===== src/design/rsc_params.svh =====
// Offsets, field positions, reset values and timing counts of the reset source controller.
// Assumes inclusion by bare name from the design modules.
`ifndef RSC_PARAMS_SVH
`define RSC_PARAMS_SVH

// ----------------------------------------
// Register byte offsets
// ----------------------------------------
`define RSC_OFS_FLAGS    8'h00
`define RSC_OFS_IPRST0   8'h04
`define RSC_OFS_AIRC     8'h08
`define RSC_OFS_BODCTL   8'h0c
`define RSC_OFS_CLKSEL   8'h10

// ----------------------------------------
// Field positions
// ----------------------------------------
`define RSC_IPRST_CHIP_BIT  0
`define RSC_IPRST_CORE_BIT  1
`define RSC_AIRC_SYSREQ_BIT 2
`define RSC_FLAG_POR_BIT    0
`define RSC_FLAG_PIN_BIT    1
`define RSC_FLAG_WDT_BIT    2
`define RSC_FLAG_BOD_BIT    4
`define RSC_FLAG_CHIP_BIT   0
`define RSC_FLAG_SYSREQ_BIT 5
`define RSC_FLAG_CORE_BIT   7
`define RSC_FLAG_LOCKUP_BIT 8
`define RSC_CFG_BROWNOUT_ENABLE_BIT   0
`define RSC_CFG_BROWNOUT_LEVEL_LSB   1
`define RSC_CFG_BODRST_BIT  3
`define RSC_CFG_BOOT_BIT    4

// ----------------------------------------
// Reset values and widths
// ----------------------------------------
`define RSC_FLAGS_W        9
`define RSC_FLAGS_POR_VAL  9'h001
`define RSC_CLKSEL_W       4
`define RSC_CLKSEL_RST     4'h8

// ----------------------------------------
// Timing
// ----------------------------------------
`define RSC_CLK_KHZ        20000
`define RSC_PIN_FILT_NS    36000
`define RSC_PIN_FILT_CYC   ((`RSC_PIN_FILT_NS * `RSC_CLK_KHZ + 999999) / 1000000)
`define RSC_HOLD_CYC       16

`endif


===== src/design/rsc_pkg.sv =====
// Types shared by the reset source controller modules.
// Assumes the constants header is on the include path.
`default_nettype none

package rsc_pkg;

	// ----------------------------------------
	// Reset sources, in priority order
	// ----------------------------------------
	typedef enum logic [3:0] {
		SRC_NONE,
		SRC_POR,
		SRC_LVR,
		SRC_BOD,
		SRC_PIN,
		SRC_WDT,
		SRC_LOCKUP,
		SRC_CHIP,
		SRC_SYSREQ,
		SRC_CORE
	} rsc_src_t;

	// ----------------------------------------
	// Sequencer states
	// ----------------------------------------
	typedef enum logic [1:0] {
		ST_IDLE,
		ST_HOLD,
		ST_PIN
	} rsc_state_t;

endpackage : rsc_pkg

`default_nettype wire


===== src/design/rsc_sync.sv =====
// Two-stage synchroniser for asynchronous level inputs.
// Assumes the inputs are slow levels; the first stage feeds only the second.
`timescale 1ns/1ns
`default_nettype none

module rsc_sync #(
	parameter int W = 1
) (
	// Clock and reset
	input  wire logic         clk,
	input  wire logic         rst,
	// Levels
	input  wire logic [W-1:0] async_in,
	output logic      [W-1:0] sync_out
);

	logic [W-1:0] meta_q;
	logic [W-1:0] sync_q;
	logic [W-1:0] meta_d;
	logic [W-1:0] sync_d;

	always_comb begin
		meta_d = async_in;
		sync_d = meta_q;
	end

	always_ff @(posedge clk) begin
		if (rst) begin
			meta_q <= '0;
			sync_q <= '0;
		end else begin
			meta_q <= meta_d;
			sync_q <= sync_d;
		end
	end

	assign sync_out = sync_q;

endmodule : rsc_sync

`default_nettype wire


===== src/design/rsc_pin_filter.sv =====
// Glitch filter for the external reset pin: the output follows the synchronised
// pin only after it has held a new level for the full filter time.
// Assumes the pin is already synchronised; the output starts high (pin released).
`timescale 1ns/1ns
`default_nettype none
`include "rsc_params.svh"

module rsc_pin_filter (
	// Clock and reset
	input  wire logic clk,
	input  wire logic rst,
	// Pin level
	input  wire logic pin_n,
	output logic      level_n
);

	localparam int CNT = `RSC_PIN_FILT_CYC;
	localparam logic [10:0] CNT_TOP = 11'(CNT - 1);

	logic [10:0] cnt_q;
	logic [10:0] cnt_d;
	logic        lvl_q;
	logic        lvl_d;

	// A bounce restarts the count, so only a steady level gets through
	always_comb begin
		cnt_d = '0;
		lvl_d = lvl_q;
		if (pin_n != lvl_q) begin
			if (cnt_q == CNT_TOP) begin
				lvl_d = pin_n;
			end else begin
				cnt_d = cnt_q + 11'h001;
			end
		end
	end

	always_ff @(posedge clk) begin
		if (rst) begin
			cnt_q <= '0;
			lvl_q <= 1'b1;
		end else begin
			cnt_q <= cnt_d;
			lvl_q <= lvl_d;
		end
	end

	assign level_n = lvl_q;

endmodule : rsc_pin_filter

`default_nettype wire


===== src/design/rsc_ctrl.sv =====
// Reset source controller: gathers hardware and software reset sources, drives
// the core and peripheral resets, records the source and reloads control fields.
// Assumes it sits in the always-on domain and is itself cleared only by RST.
`timescale 1ns/1ns
`default_nettype none
`include "rsc_params.svh"

module rsc_ctrl (
	// Clock and reset
	input  wire logic        CORE_CLK,
	input  wire logic        RST,
	// APB slave
	input  wire logic        PSEL,
	input  wire logic        PENABLE,
	input  wire logic        PWRITE,
	input  wire logic [7:0]  PADDR,
	input  wire logic [31:0] PWDATA,
	output logic      [31:0] PRDATA,
	output logic             PREADY,
	output logic             PSLVERR,
	// Asynchronous reset sources
	input  wire logic        EXTERNAL_RESET_PIN_N,
	input  wire logic        POWER_ON_DET,
	input  wire logic        LOW_VOLTAGE_DET,
	input  wire logic        BROWNOUT_DET,
	// Synchronous reset sources
	input  wire logic        WDT_TIMEOUT,
	input  wire logic        WWDT_TIMEOUT,
	input  wire logic        CORE_LOCKUP,
	// Configuration
	input  wire logic [31:0] USER_CONFIG_WORD0,
	// Reset outputs
	output logic             CORE_RESET,
	output logic             PERIPH_RESET,
	// Reloaded control fields
	output logic             BROWNOUT_ENABLE,
	output logic [1:0]       BROWNOUT_LEVEL,
	output logic             BROWNOUT_RESET_ENABLE,
	output logic [3:0]       CORE_CLOCK_SELECT,
	output logic             BOOT_SELECT
);

	// ----------------------------------------
	// Input conditioning
	// ----------------------------------------
	logic [2:0] det_s;
	logic       pin_s;
	logic       pin_lvl_n;

	rsc_sync #(.W(3)) u_det_sync (
		.clk      (CORE_CLK),
		.rst      (RST),
		.async_in ({BROWNOUT_DET, LOW_VOLTAGE_DET, POWER_ON_DET}),
		.sync_out (det_s)
	);

	// Pin idles high, so its synchroniser is fed inverted and read back inverted
	rsc_sync #(.W(1)) u_pin_sync (
		.clk      (CORE_CLK),
		.rst      (RST),
		.async_in (~EXTERNAL_RESET_PIN_N),
		.sync_out (pin_s)
	);

	rsc_pin_filter u_pin_filt (
		.clk     (CORE_CLK),
		.rst     (RST),
		.pin_n   (~pin_s),
		.level_n (pin_lvl_n)
	);

	// ----------------------------------------
	// Functions
	// ----------------------------------------
	// Flag update for a source taking effect
	function automatic logic [`RSC_FLAGS_W-1:0] flag_set(
		input rsc_pkg::rsc_src_t src,
		input logic [`RSC_FLAGS_W-1:0] cur
	);
		logic [`RSC_FLAGS_W-1:0] f;
		f = cur;
		unique case (src)
			rsc_pkg::SRC_NONE:   f = cur;
			rsc_pkg::SRC_POR:    f = `RSC_FLAGS_POR_VAL;
			rsc_pkg::SRC_LVR:    f = `RSC_FLAGS_POR_VAL;
			rsc_pkg::SRC_BOD:    f[`RSC_FLAG_BOD_BIT] = 1'b1;
			rsc_pkg::SRC_PIN:    f[`RSC_FLAG_PIN_BIT] = 1'b1;
			rsc_pkg::SRC_WDT:    f[`RSC_FLAG_WDT_BIT] = 1'b1;
			rsc_pkg::SRC_LOCKUP: f[`RSC_FLAG_LOCKUP_BIT] = 1'b1;
			rsc_pkg::SRC_CHIP:   f[`RSC_FLAG_CHIP_BIT] = 1'b1;
			rsc_pkg::SRC_SYSREQ: f[`RSC_FLAG_SYSREQ_BIT] = 1'b1;
			rsc_pkg::SRC_CORE:   f[`RSC_FLAG_CORE_BIT] = 1'b1;
		endcase
		return f;
	endfunction : flag_set

	// Decode of a register offset
	function automatic logic hit(input logic [7:0] addr, input logic [7:0] ofs);
		return addr == ofs;
	endfunction : hit

	// ----------------------------------------
	// Register state
	// ----------------------------------------
	logic [`RSC_FLAGS_W-1:0]  flags_q, flags_d;
	logic                     chip_req_q, chip_req_d;
	logic                     core_req_q, core_req_d;
	logic                     sys_req_q, sys_req_d;
	logic                     bod_en_q, bod_en_d;
	logic [1:0]               bod_lvl_q, bod_lvl_d;
	logic                     bod_rst_q, bod_rst_d;
	logic [`RSC_CLKSEL_W-1:0] clksel_q, clksel_d;
	logic                     boot_q, boot_d;
	logic [31:0]              prdata_q, prdata_d;
	logic                     pready_q, pready_d;
	logic                     pslverr_q, pslverr_d;

	// ----------------------------------------
	// Sequencer state
	// ----------------------------------------
	rsc_pkg::rsc_state_t state_q, state_d;
	rsc_pkg::rsc_src_t   src;
	logic [4:0]          hold_q, hold_d;
	logic                core_rst_q, core_rst_d;
	logic                peri_rst_q, peri_rst_d;

	logic       setup;
	logic       wr_acc;
	logic       mapped;
	logic [7:0] addr;

	assign setup  = PSEL && !PENABLE;
	assign wr_acc = PSEL && PENABLE && PWRITE && pready_q;
	assign addr   = PADDR;
	assign mapped = hit(addr, `RSC_OFS_FLAGS) || hit(addr, `RSC_OFS_IPRST0) ||
		hit(addr, `RSC_OFS_AIRC) || hit(addr, `RSC_OFS_BODCTL) || hit(addr, `RSC_OFS_CLKSEL);

	// ----------------------------------------
	// Source selection
	// ----------------------------------------
	// Hardware sources are levels and win at any time, the pin only outside ST_PIN; software requests are
	// taken only when no reset is in progress, so one request gives one reset
	always_comb begin
		src = rsc_pkg::SRC_NONE;
		if (det_s[0]) begin
			src = rsc_pkg::SRC_POR;
		end else if (det_s[1]) begin
			src = rsc_pkg::SRC_LVR;
		end else if (det_s[2]) begin
			src = rsc_pkg::SRC_BOD;
		end else if (!pin_lvl_n && state_q != rsc_pkg::ST_PIN) begin
			src = rsc_pkg::SRC_PIN;
		end else if (WDT_TIMEOUT || WWDT_TIMEOUT) begin
			src = rsc_pkg::SRC_WDT;
		end else if (CORE_LOCKUP) begin
			src = rsc_pkg::SRC_LOCKUP;
		end else if (state_q == rsc_pkg::ST_IDLE) begin
			if (chip_req_q) begin
				src = rsc_pkg::SRC_CHIP;
			end else if (sys_req_q) begin
				src = rsc_pkg::SRC_SYSREQ;
			end else if (core_req_q) begin
				src = rsc_pkg::SRC_CORE;
			end
		end
	end

	// ----------------------------------------
	// Reset sequencer
	// ----------------------------------------
	always_comb begin
		state_d    = state_q;
		hold_d     = hold_q;
		core_rst_d = core_rst_q;
		peri_rst_d = peri_rst_q;
		unique case (state_q)
			rsc_pkg::ST_IDLE: begin
				core_rst_d = 1'b0;
				peri_rst_d = 1'b0;
			end
			rsc_pkg::ST_HOLD: begin
				if (hold_q == 5'h00) begin
					state_d    = rsc_pkg::ST_IDLE;
					core_rst_d = 1'b0;
					peri_rst_d = 1'b0;
				end else begin
					hold_d = hold_q - 5'h01;
				end
			end
			rsc_pkg::ST_PIN: begin
				// Released only after the filter has seen the pin high long enough
				if (pin_lvl_n) begin
					state_d    = rsc_pkg::ST_IDLE;
					core_rst_d = 1'b0;
					peri_rst_d = 1'b0;
				end
			end
		endcase
		if (src != rsc_pkg::SRC_NONE) begin
			core_rst_d = 1'b1;
			peri_rst_d = (src != rsc_pkg::SRC_CORE);
			hold_d     = 5'(`RSC_HOLD_CYC - 1);
			state_d    = (src == rsc_pkg::SRC_PIN) ? rsc_pkg::ST_PIN : rsc_pkg::ST_HOLD;
		end
	end

	always_ff @(posedge CORE_CLK) begin
		if (RST) begin
			state_q    <= rsc_pkg::ST_IDLE;
			hold_q     <= '0;
			core_rst_q <= 1'b0;
			peri_rst_q <= 1'b0;
		end else begin
			state_q    <= state_d;
			hold_q     <= hold_d;
			core_rst_q <= core_rst_d;
			peri_rst_q <= peri_rst_d;
		end
	end

	// ----------------------------------------
	// Registers and reload
	// ----------------------------------------
	always_comb begin
		flags_d    = flags_q;
		chip_req_d = chip_req_q;
		core_req_d = core_req_q;
		sys_req_d  = sys_req_q;
		bod_en_d   = bod_en_q;
		bod_lvl_d  = bod_lvl_q;
		bod_rst_d  = bod_rst_q;
		clksel_d   = clksel_q;
		boot_d     = boot_q;
		if (wr_acc) begin
			unique case (1'b1)
				hit(addr, `RSC_OFS_FLAGS): begin
					flags_d = flags_q & ~PWDATA[`RSC_FLAGS_W-1:0];
				end
				hit(addr, `RSC_OFS_IPRST0): begin
					chip_req_d = chip_req_q | PWDATA[`RSC_IPRST_CHIP_BIT];
					core_req_d = core_req_q | PWDATA[`RSC_IPRST_CORE_BIT];
				end
				hit(addr, `RSC_OFS_AIRC): begin
					sys_req_d = sys_req_q | PWDATA[`RSC_AIRC_SYSREQ_BIT];
				end
				hit(addr, `RSC_OFS_BODCTL): begin
					bod_en_d  = PWDATA[0];
					bod_lvl_d = PWDATA[2:1];
					bod_rst_d = PWDATA[3];
				end
				hit(addr, `RSC_OFS_CLKSEL): begin
					clksel_d = PWDATA[`RSC_CLKSEL_W-1:0];
				end
				default: begin
				end
			endcase
		end
		// Applied after the clear so an event in the clearing cycle is kept
		if (src != rsc_pkg::SRC_NONE) begin
			flags_d = flag_set(src, flags_d);
			if (src != rsc_pkg::SRC_CORE) begin
				clksel_d = `RSC_CLKSEL_RST;
			end
			if (src != rsc_pkg::SRC_CORE && src != rsc_pkg::SRC_BOD) begin
				bod_en_d  = USER_CONFIG_WORD0[`RSC_CFG_BROWNOUT_ENABLE_BIT];
				bod_lvl_d = USER_CONFIG_WORD0[`RSC_CFG_BROWNOUT_LEVEL_LSB +: 2];
				bod_rst_d = USER_CONFIG_WORD0[`RSC_CFG_BODRST_BIT];
			end
			if (src != rsc_pkg::SRC_CORE && src != rsc_pkg::SRC_SYSREQ) begin
				boot_d = USER_CONFIG_WORD0[`RSC_CFG_BOOT_BIT];
			end
			// A request clears once its reset has been taken
			if (src == rsc_pkg::SRC_CHIP) begin
				chip_req_d = 1'b0;
			end
			if (src == rsc_pkg::SRC_SYSREQ) begin
				sys_req_d = 1'b0;
			end
			if (src == rsc_pkg::SRC_CORE) begin
				core_req_d = 1'b0;
			end
		end
	end

	always_ff @(posedge CORE_CLK) begin
		if (RST) begin
			flags_q    <= '0;
			chip_req_q <= 1'b0;
			core_req_q <= 1'b0;
			sys_req_q  <= 1'b0;
			bod_en_q   <= 1'b0;
			bod_lvl_q  <= 2'h0;
			bod_rst_q  <= 1'b0;
			clksel_q   <= `RSC_CLKSEL_RST;
			boot_q     <= 1'b0;
		end else begin
			flags_q    <= flags_d;
			chip_req_q <= chip_req_d;
			core_req_q <= core_req_d;
			sys_req_q  <= sys_req_d;
			bod_en_q   <= bod_en_d;
			bod_lvl_q  <= bod_lvl_d;
			bod_rst_q  <= bod_rst_d;
			clksel_q   <= clksel_d;
			boot_q     <= boot_d;
		end
	end

	// ----------------------------------------
	// APB answer
	// ----------------------------------------
	// Read data is captured in the setup cycle; every access takes one wait-free
	// access cycle and the answer stands in registers
	always_comb begin
		prdata_d  = 32'h0000_0000;
		pready_d  = setup;
		pslverr_d = setup && !mapped;
		if (setup && !PWRITE) begin
			unique case (1'b1)
				hit(addr, `RSC_OFS_FLAGS):  prdata_d[`RSC_FLAGS_W-1:0] = flags_q;
				hit(addr, `RSC_OFS_IPRST0): prdata_d[1:0] = {core_req_q, chip_req_q};
				hit(addr, `RSC_OFS_AIRC):   prdata_d[`RSC_AIRC_SYSREQ_BIT] = sys_req_q;
				hit(addr, `RSC_OFS_BODCTL): prdata_d[3:0] = {bod_rst_q, bod_lvl_q, bod_en_q};
				hit(addr, `RSC_OFS_CLKSEL): prdata_d[`RSC_CLKSEL_W-1:0] = clksel_q;
				default:                    prdata_d = 32'h0000_0000;
			endcase
		end
	end

	always_ff @(posedge CORE_CLK) begin
		if (RST) begin
			prdata_q  <= '0;
			pready_q  <= 1'b0;
			pslverr_q <= 1'b0;
		end else begin
			prdata_q  <= prdata_d;
			pready_q  <= pready_d;
			pslverr_q <= pslverr_d;
		end
	end

	// ----------------------------------------
	// Outputs
	// ----------------------------------------
	assign PRDATA                = prdata_q;
	assign PREADY                = pready_q;
	assign PSLVERR               = pslverr_q;
	assign CORE_RESET            = core_rst_q;
	assign PERIPH_RESET          = peri_rst_q;
	assign BROWNOUT_ENABLE       = bod_en_q;
	assign BROWNOUT_LEVEL        = bod_lvl_q;
	assign BROWNOUT_RESET_ENABLE = bod_rst_q;
	assign CORE_CLOCK_SELECT     = clksel_q;
	assign BOOT_SELECT           = boot_q;

endmodule : rsc_ctrl

`default_nettype wire


===== config.mk =====
export PLATFORM = sky130hd
export DESIGN_NAME = rsc_ctrl
export DESIGN_NICKNAME = d
export VERILOG_FILES = /design/src/design/rsc_pkg.sv /design/src/design/rsc_sync.sv /design/src/design/rsc_pin_filter.sv /design/src/design/rsc_ctrl.sv
export VERILOG_INCLUDE_DIRS = /design/src /design/src/design
export SDC_FILE = /design/constraint.sdc
export NUM_CORES = 1
export LEC_CHECK = 0
export BUFFER_PORTS_ARGS = -buffer_cell sky130_fd_sc_hd__buf_2
export CAP_MARGIN = 30
export CORE_MARGIN = 8
export CORE_UTILIZATION = 47
export CTS_CLUSTER_SIZE = 25
export DETAILED_ROUTE_END_ITERATION = 16
export PLACE_DENSITY = 0.8
export SLEW_MARGIN = 20
export SYNTH_ARGS = -nofsm -noshare
export SYNTH_HDL_FRONTEND = slang
export SYNTH_SLANG_ARGS = --single-unit

===== constraint.sdc =====
create_clock -name CORE_CLK -period 2.85 [get_ports CORE_CLK]
set_clock_uncertainty 0.05 [all_clocks]
set_input_delay 0.57 -clock CORE_CLK [delete_from_list [all_inputs] [get_ports CORE_CLK]]
set_output_delay 0.57 -clock CORE_CLK [all_outputs]
set_load 0.01 [all_outputs]

==> impl_metrics.yaml <==
pwr:
  netSwitchingPower_mw: 0.422
  cellInternalPower_mw: 1.41
  switching_share_pct: 23.1
  p_seq_share_pct: 48.7
  p_comb_share_pct: 8.6
  power_density_mw_per_mm2: 560
  pwr-share-clk_pct: 42.8
  ir_drop_mv: 0.390
  p_leak_nw: 1.42
yosys:
  yosysTopAreaCell: "dfxtp_1"
  synth-seq-cells: 61
  yosys_most_used_dff: "dfxtp_1"
  synthesis.area_mm2: 0.00283
  yosysSeqAreaShare_pct: 43.1
  syn_avg_cell_area_um2: 9.00
  synth-async-reset-ratio_pct: 0
  synthTopCellsByArea: "dfxtp_1, buf_4, nor2_1, nand2_1, a21oi_1"
  synth-edff-count: 0
  synthCells: 315
  synth_top_area_share_pct: 43.1
  yosys_warnings: 0
  yosysUniqueCellTypes: 54
placed_design:
  io_buffers: 55
  post-place-ws_ns: 0.411
  dp_hpwl_um: 4630
  place.gp.congestion: 0.859
routing:
  drtPass1Iterations: 4
  wire_per_inst_um: 13.6
  first_iter_violations: 119
  drc: 0
  via_per_inst: 5.06
  dr_total_vias: 2293
  antenna_left: 0
  routed_wl_um: 6160
floorplanning:
  initial_utilization_pct: 48.2
  dieWidth_um: 93.7
  pin_count: 129
  dieArea_mm2: 0.00877
  num_rows: 28
  die_h_um: 93.7
  core_area_mm2: 0.00589
cells_and_area:
  num_antenna_cells: 0
  layout.nets: 460
  nFillCells: 570
  drive_gt1_share_pct: 23.8
  post-route-util_pct: 55.6
  syn2layout_area_growth_pct: 15.4
  multi_input_area_mm2: 0.00141
  ff_latch_area_mm2: 0.00122
run:
  max_cap_violations: 0
cts:
  postCtsHoldBufs: 0
  cts_made_buffers: 9
  cts_tree: "done"
  cts_setup_buffers: 0
  cts_num_sinks: 61
  cts_htree_levels: 3
  cts_root_buf: "clkbuf_8"
  clock_path_buffers: 2
  cts_resized: 0
  clk_pin_slew_ns: 0.07
  clk_latency_ns: 0.33
sta:
  setup_viol: 0
  slew_headroom_pct: 61.4
  hold_viol: 0
  clock.fmax_mhz: 445
  period_share_pct: 78.8
  tns_ns: 0
  worst-slew-pin-transition_ns: 0.579
  layout_setup_ws_ns: 0.605
  rsz0062_at_grt: "false"
  slew_viol_final: 0
  fin_crit_ns: 2.24
critical_path:
  crit_path_start_kind: "flop"
  worst_ep_required_time_ns: 3.03
  worstSetupEndpointType: "flop"
  cp_max_fo: 10
  setup.worst_path.class: "reg -> reg"
  reg2regPathDepth: 7
  critPathArrivalTime_ns: 2.42
global_route:
  grt_pass1_wl_um: 10200
  grt_pass1_vias: 2265
  grt_max_degree: 29
  grt_use_total_pct: 14.4
  grt-ovfl-total: 0
  antenna_found_initial: 0
status:
  outcome: "completed"
worst_hold_path:
  hold_class: "in -> reg"
  whs_path_depth: 2
==> placed cells by master (no fill, tap or decap), types with 2 or more instances in the layout <==
master     Yosys  layout
a2bb2oi_1      2       2
and3_1         7       7
o21ai_1        4       4
nor4_1         3       3
clkinv_2       0       3
dfxtp_1       61      61
o211ai_1       3       3
or3_1          2       2
inv_1         12      12
buf_2          1      55
nor2b_1       11      11
clkbuf_8       1      12
conb_1         1      23
xnor2_1        6       6
nor4_4         2       2
xor2_1         8       8
nor3b_1        2       2
mux2_1         3       3
a21oi_1       17      17
mux2_2         3       3
a21boi_0       3       3
a22oi_1        2       2
ha_1           3       3
nand2_1       27      27
buf_4         23       2
nor2_1        39      39
o21ai_0        9       9
and2_1         5       5
a31o_2         2       2
a31oi_1        6       6
nor3_2         2       2
mux2i_1        6       6
nand3_1       12      12
==> per-stage QoR <==
stage / hold slack [ns] / cell area [um2] / instances / power, mW
2_1_floorplan: 0.357 / 2920 / 337 / 1.04
6_report: 0.327 / 3270 / 453 / 1.83
4_1_cts: 0.318 / 3270 / 453 / 1.85
3_3_place_gp: 0.365 / 3060 / 437 / 1.06
5_1_grt: 0.333 / 3270 / 453 / 1.90
3_5_place_dp: 0.369 / 3060 / 437 / 1.06
==> flip-flops by register name (all words and copies together) (netlist names), 2 cells and up <==
signal / count
state_q: 2
u_det_sync.sync_out: 3
CORE_CLOCK_SELECT: 4
u_det_sync.meta_q: 3
hold_q: 5
BROWNOUT_LEVEL: 2
u_pin_filt.cnt_q: 11
flags_q: 9
PRDATA: 9
==> cells by family after synthesis <==
logic type,share of synthesized area [%]
AO/OA/AOI/OAI,12.8
XOR/XNOR,4.33
adder cells (fa/ha/maj),1.32
buffers and inverters,10.1
flip-flops,43.1
multiplexers,4.50
other,0.132
AND/OR/NAND/NOR,23.8
==> worst max-delay path: stages (launching register included) <==
cell and delay, ns:
dfxtp_1 0.49, nor4b_1 0.42, nor3b_1 0.43, nor3_2 0.09, buf_4 0.18, o21ai_1 0.25, buf_4 0.18, nor2_1 0.04
==> cells in the mapped netlist (3+ instances only) <==
| library cell | n |
|---|---|
| xnor2_1 | 6 |
| a21boi_0 | 3 |
| xor2_1 | 8 |
| ha_1 | 3 |
| o21ai_1 | 4 |
| o21ai_0 | 9 |
| nand3_1 | 12 |
| buf_6 | 3 |
| and3_1 | 7 |
| and2_1 | 5 |
| inv_1 | 12 |
| mux2_1 | 3 |
| dfxtp_1 | 61 |
| mux2_2 | 3 |
| buf_4 | 23 |
| a21oi_1 | 17 |
| nand2_1 | 27 |
| nor2_1 | 39 |
| nor4_1 | 3 |
| nor2b_1 | 11 |
| mux2i_1 | 6 |
| o211ai_1 | 3 |
| clkbuf_1 | 4 |
| a31oi_1 | 6 |
==> layout make-up <==
type / count / area share [%]
Clock buffer: 12 / 5.05
Timing Repair Buffer: 57 / 8.88
Sequential cell: 61 / 37.3
Clock inverter: 4 / 1.38
Multi-Input combinational cell: 232 / 43.1
Inverter: 12 / 1.38
Tap cell: 75 / 2.87
==> power groups by stage <==
stage / Sequential, mW / Combinational (mW) / Clock (mW)
final: 0.891 / 0.157 / 0.783
after global routing: 0.893 / 0.177 / 0.834
after CTS: 0.890 / 0.157 / 0.802
after detailed placement: 0.909 / 0.156 / 0
after global placement: 0.908 / 0.154 / 0
after floorplan: 0.910 / 0.125 / 0
==> layer usage <==
layer  share of wire, %  global-route usage (%)  vias to the layer above
met5                  0                       0                        -
met4                1.7                    5.28                        0
met3                9.1                    6.31                       13
met2                 46                    24.1                       76
met1                 43                    15.8                     1050
li1                   -                       -                     1154
==> worst paths after layout <==
| kind | startpoint | end | slack [ns] |
|---|---|---|---|
| hold reg to reg | flags_q[6]$_SDFF_PP0_ | flags_q[6]$_SDFF_PP0_ | 0.38 |
| setup / recovery | u_pin_filt.level_n$_SDFFE_PP1P_ | CORE_CLOCK_SELECT[2]$_SDFF_PP0_ | 0.61 |
| setup reg to reg | u_pin_filt.level_n$_SDFFE_PP1P_ | CORE_CLOCK_SELECT[2]$_SDFF_PP0_ | 0.61 |
| hold / removal | EXTERNAL_RESET_PIN_N | u_pin_sync.meta_q$_SDFF_PP0_ | 0.33 |
Note: power is estimated with default switching activity, not from simulation.
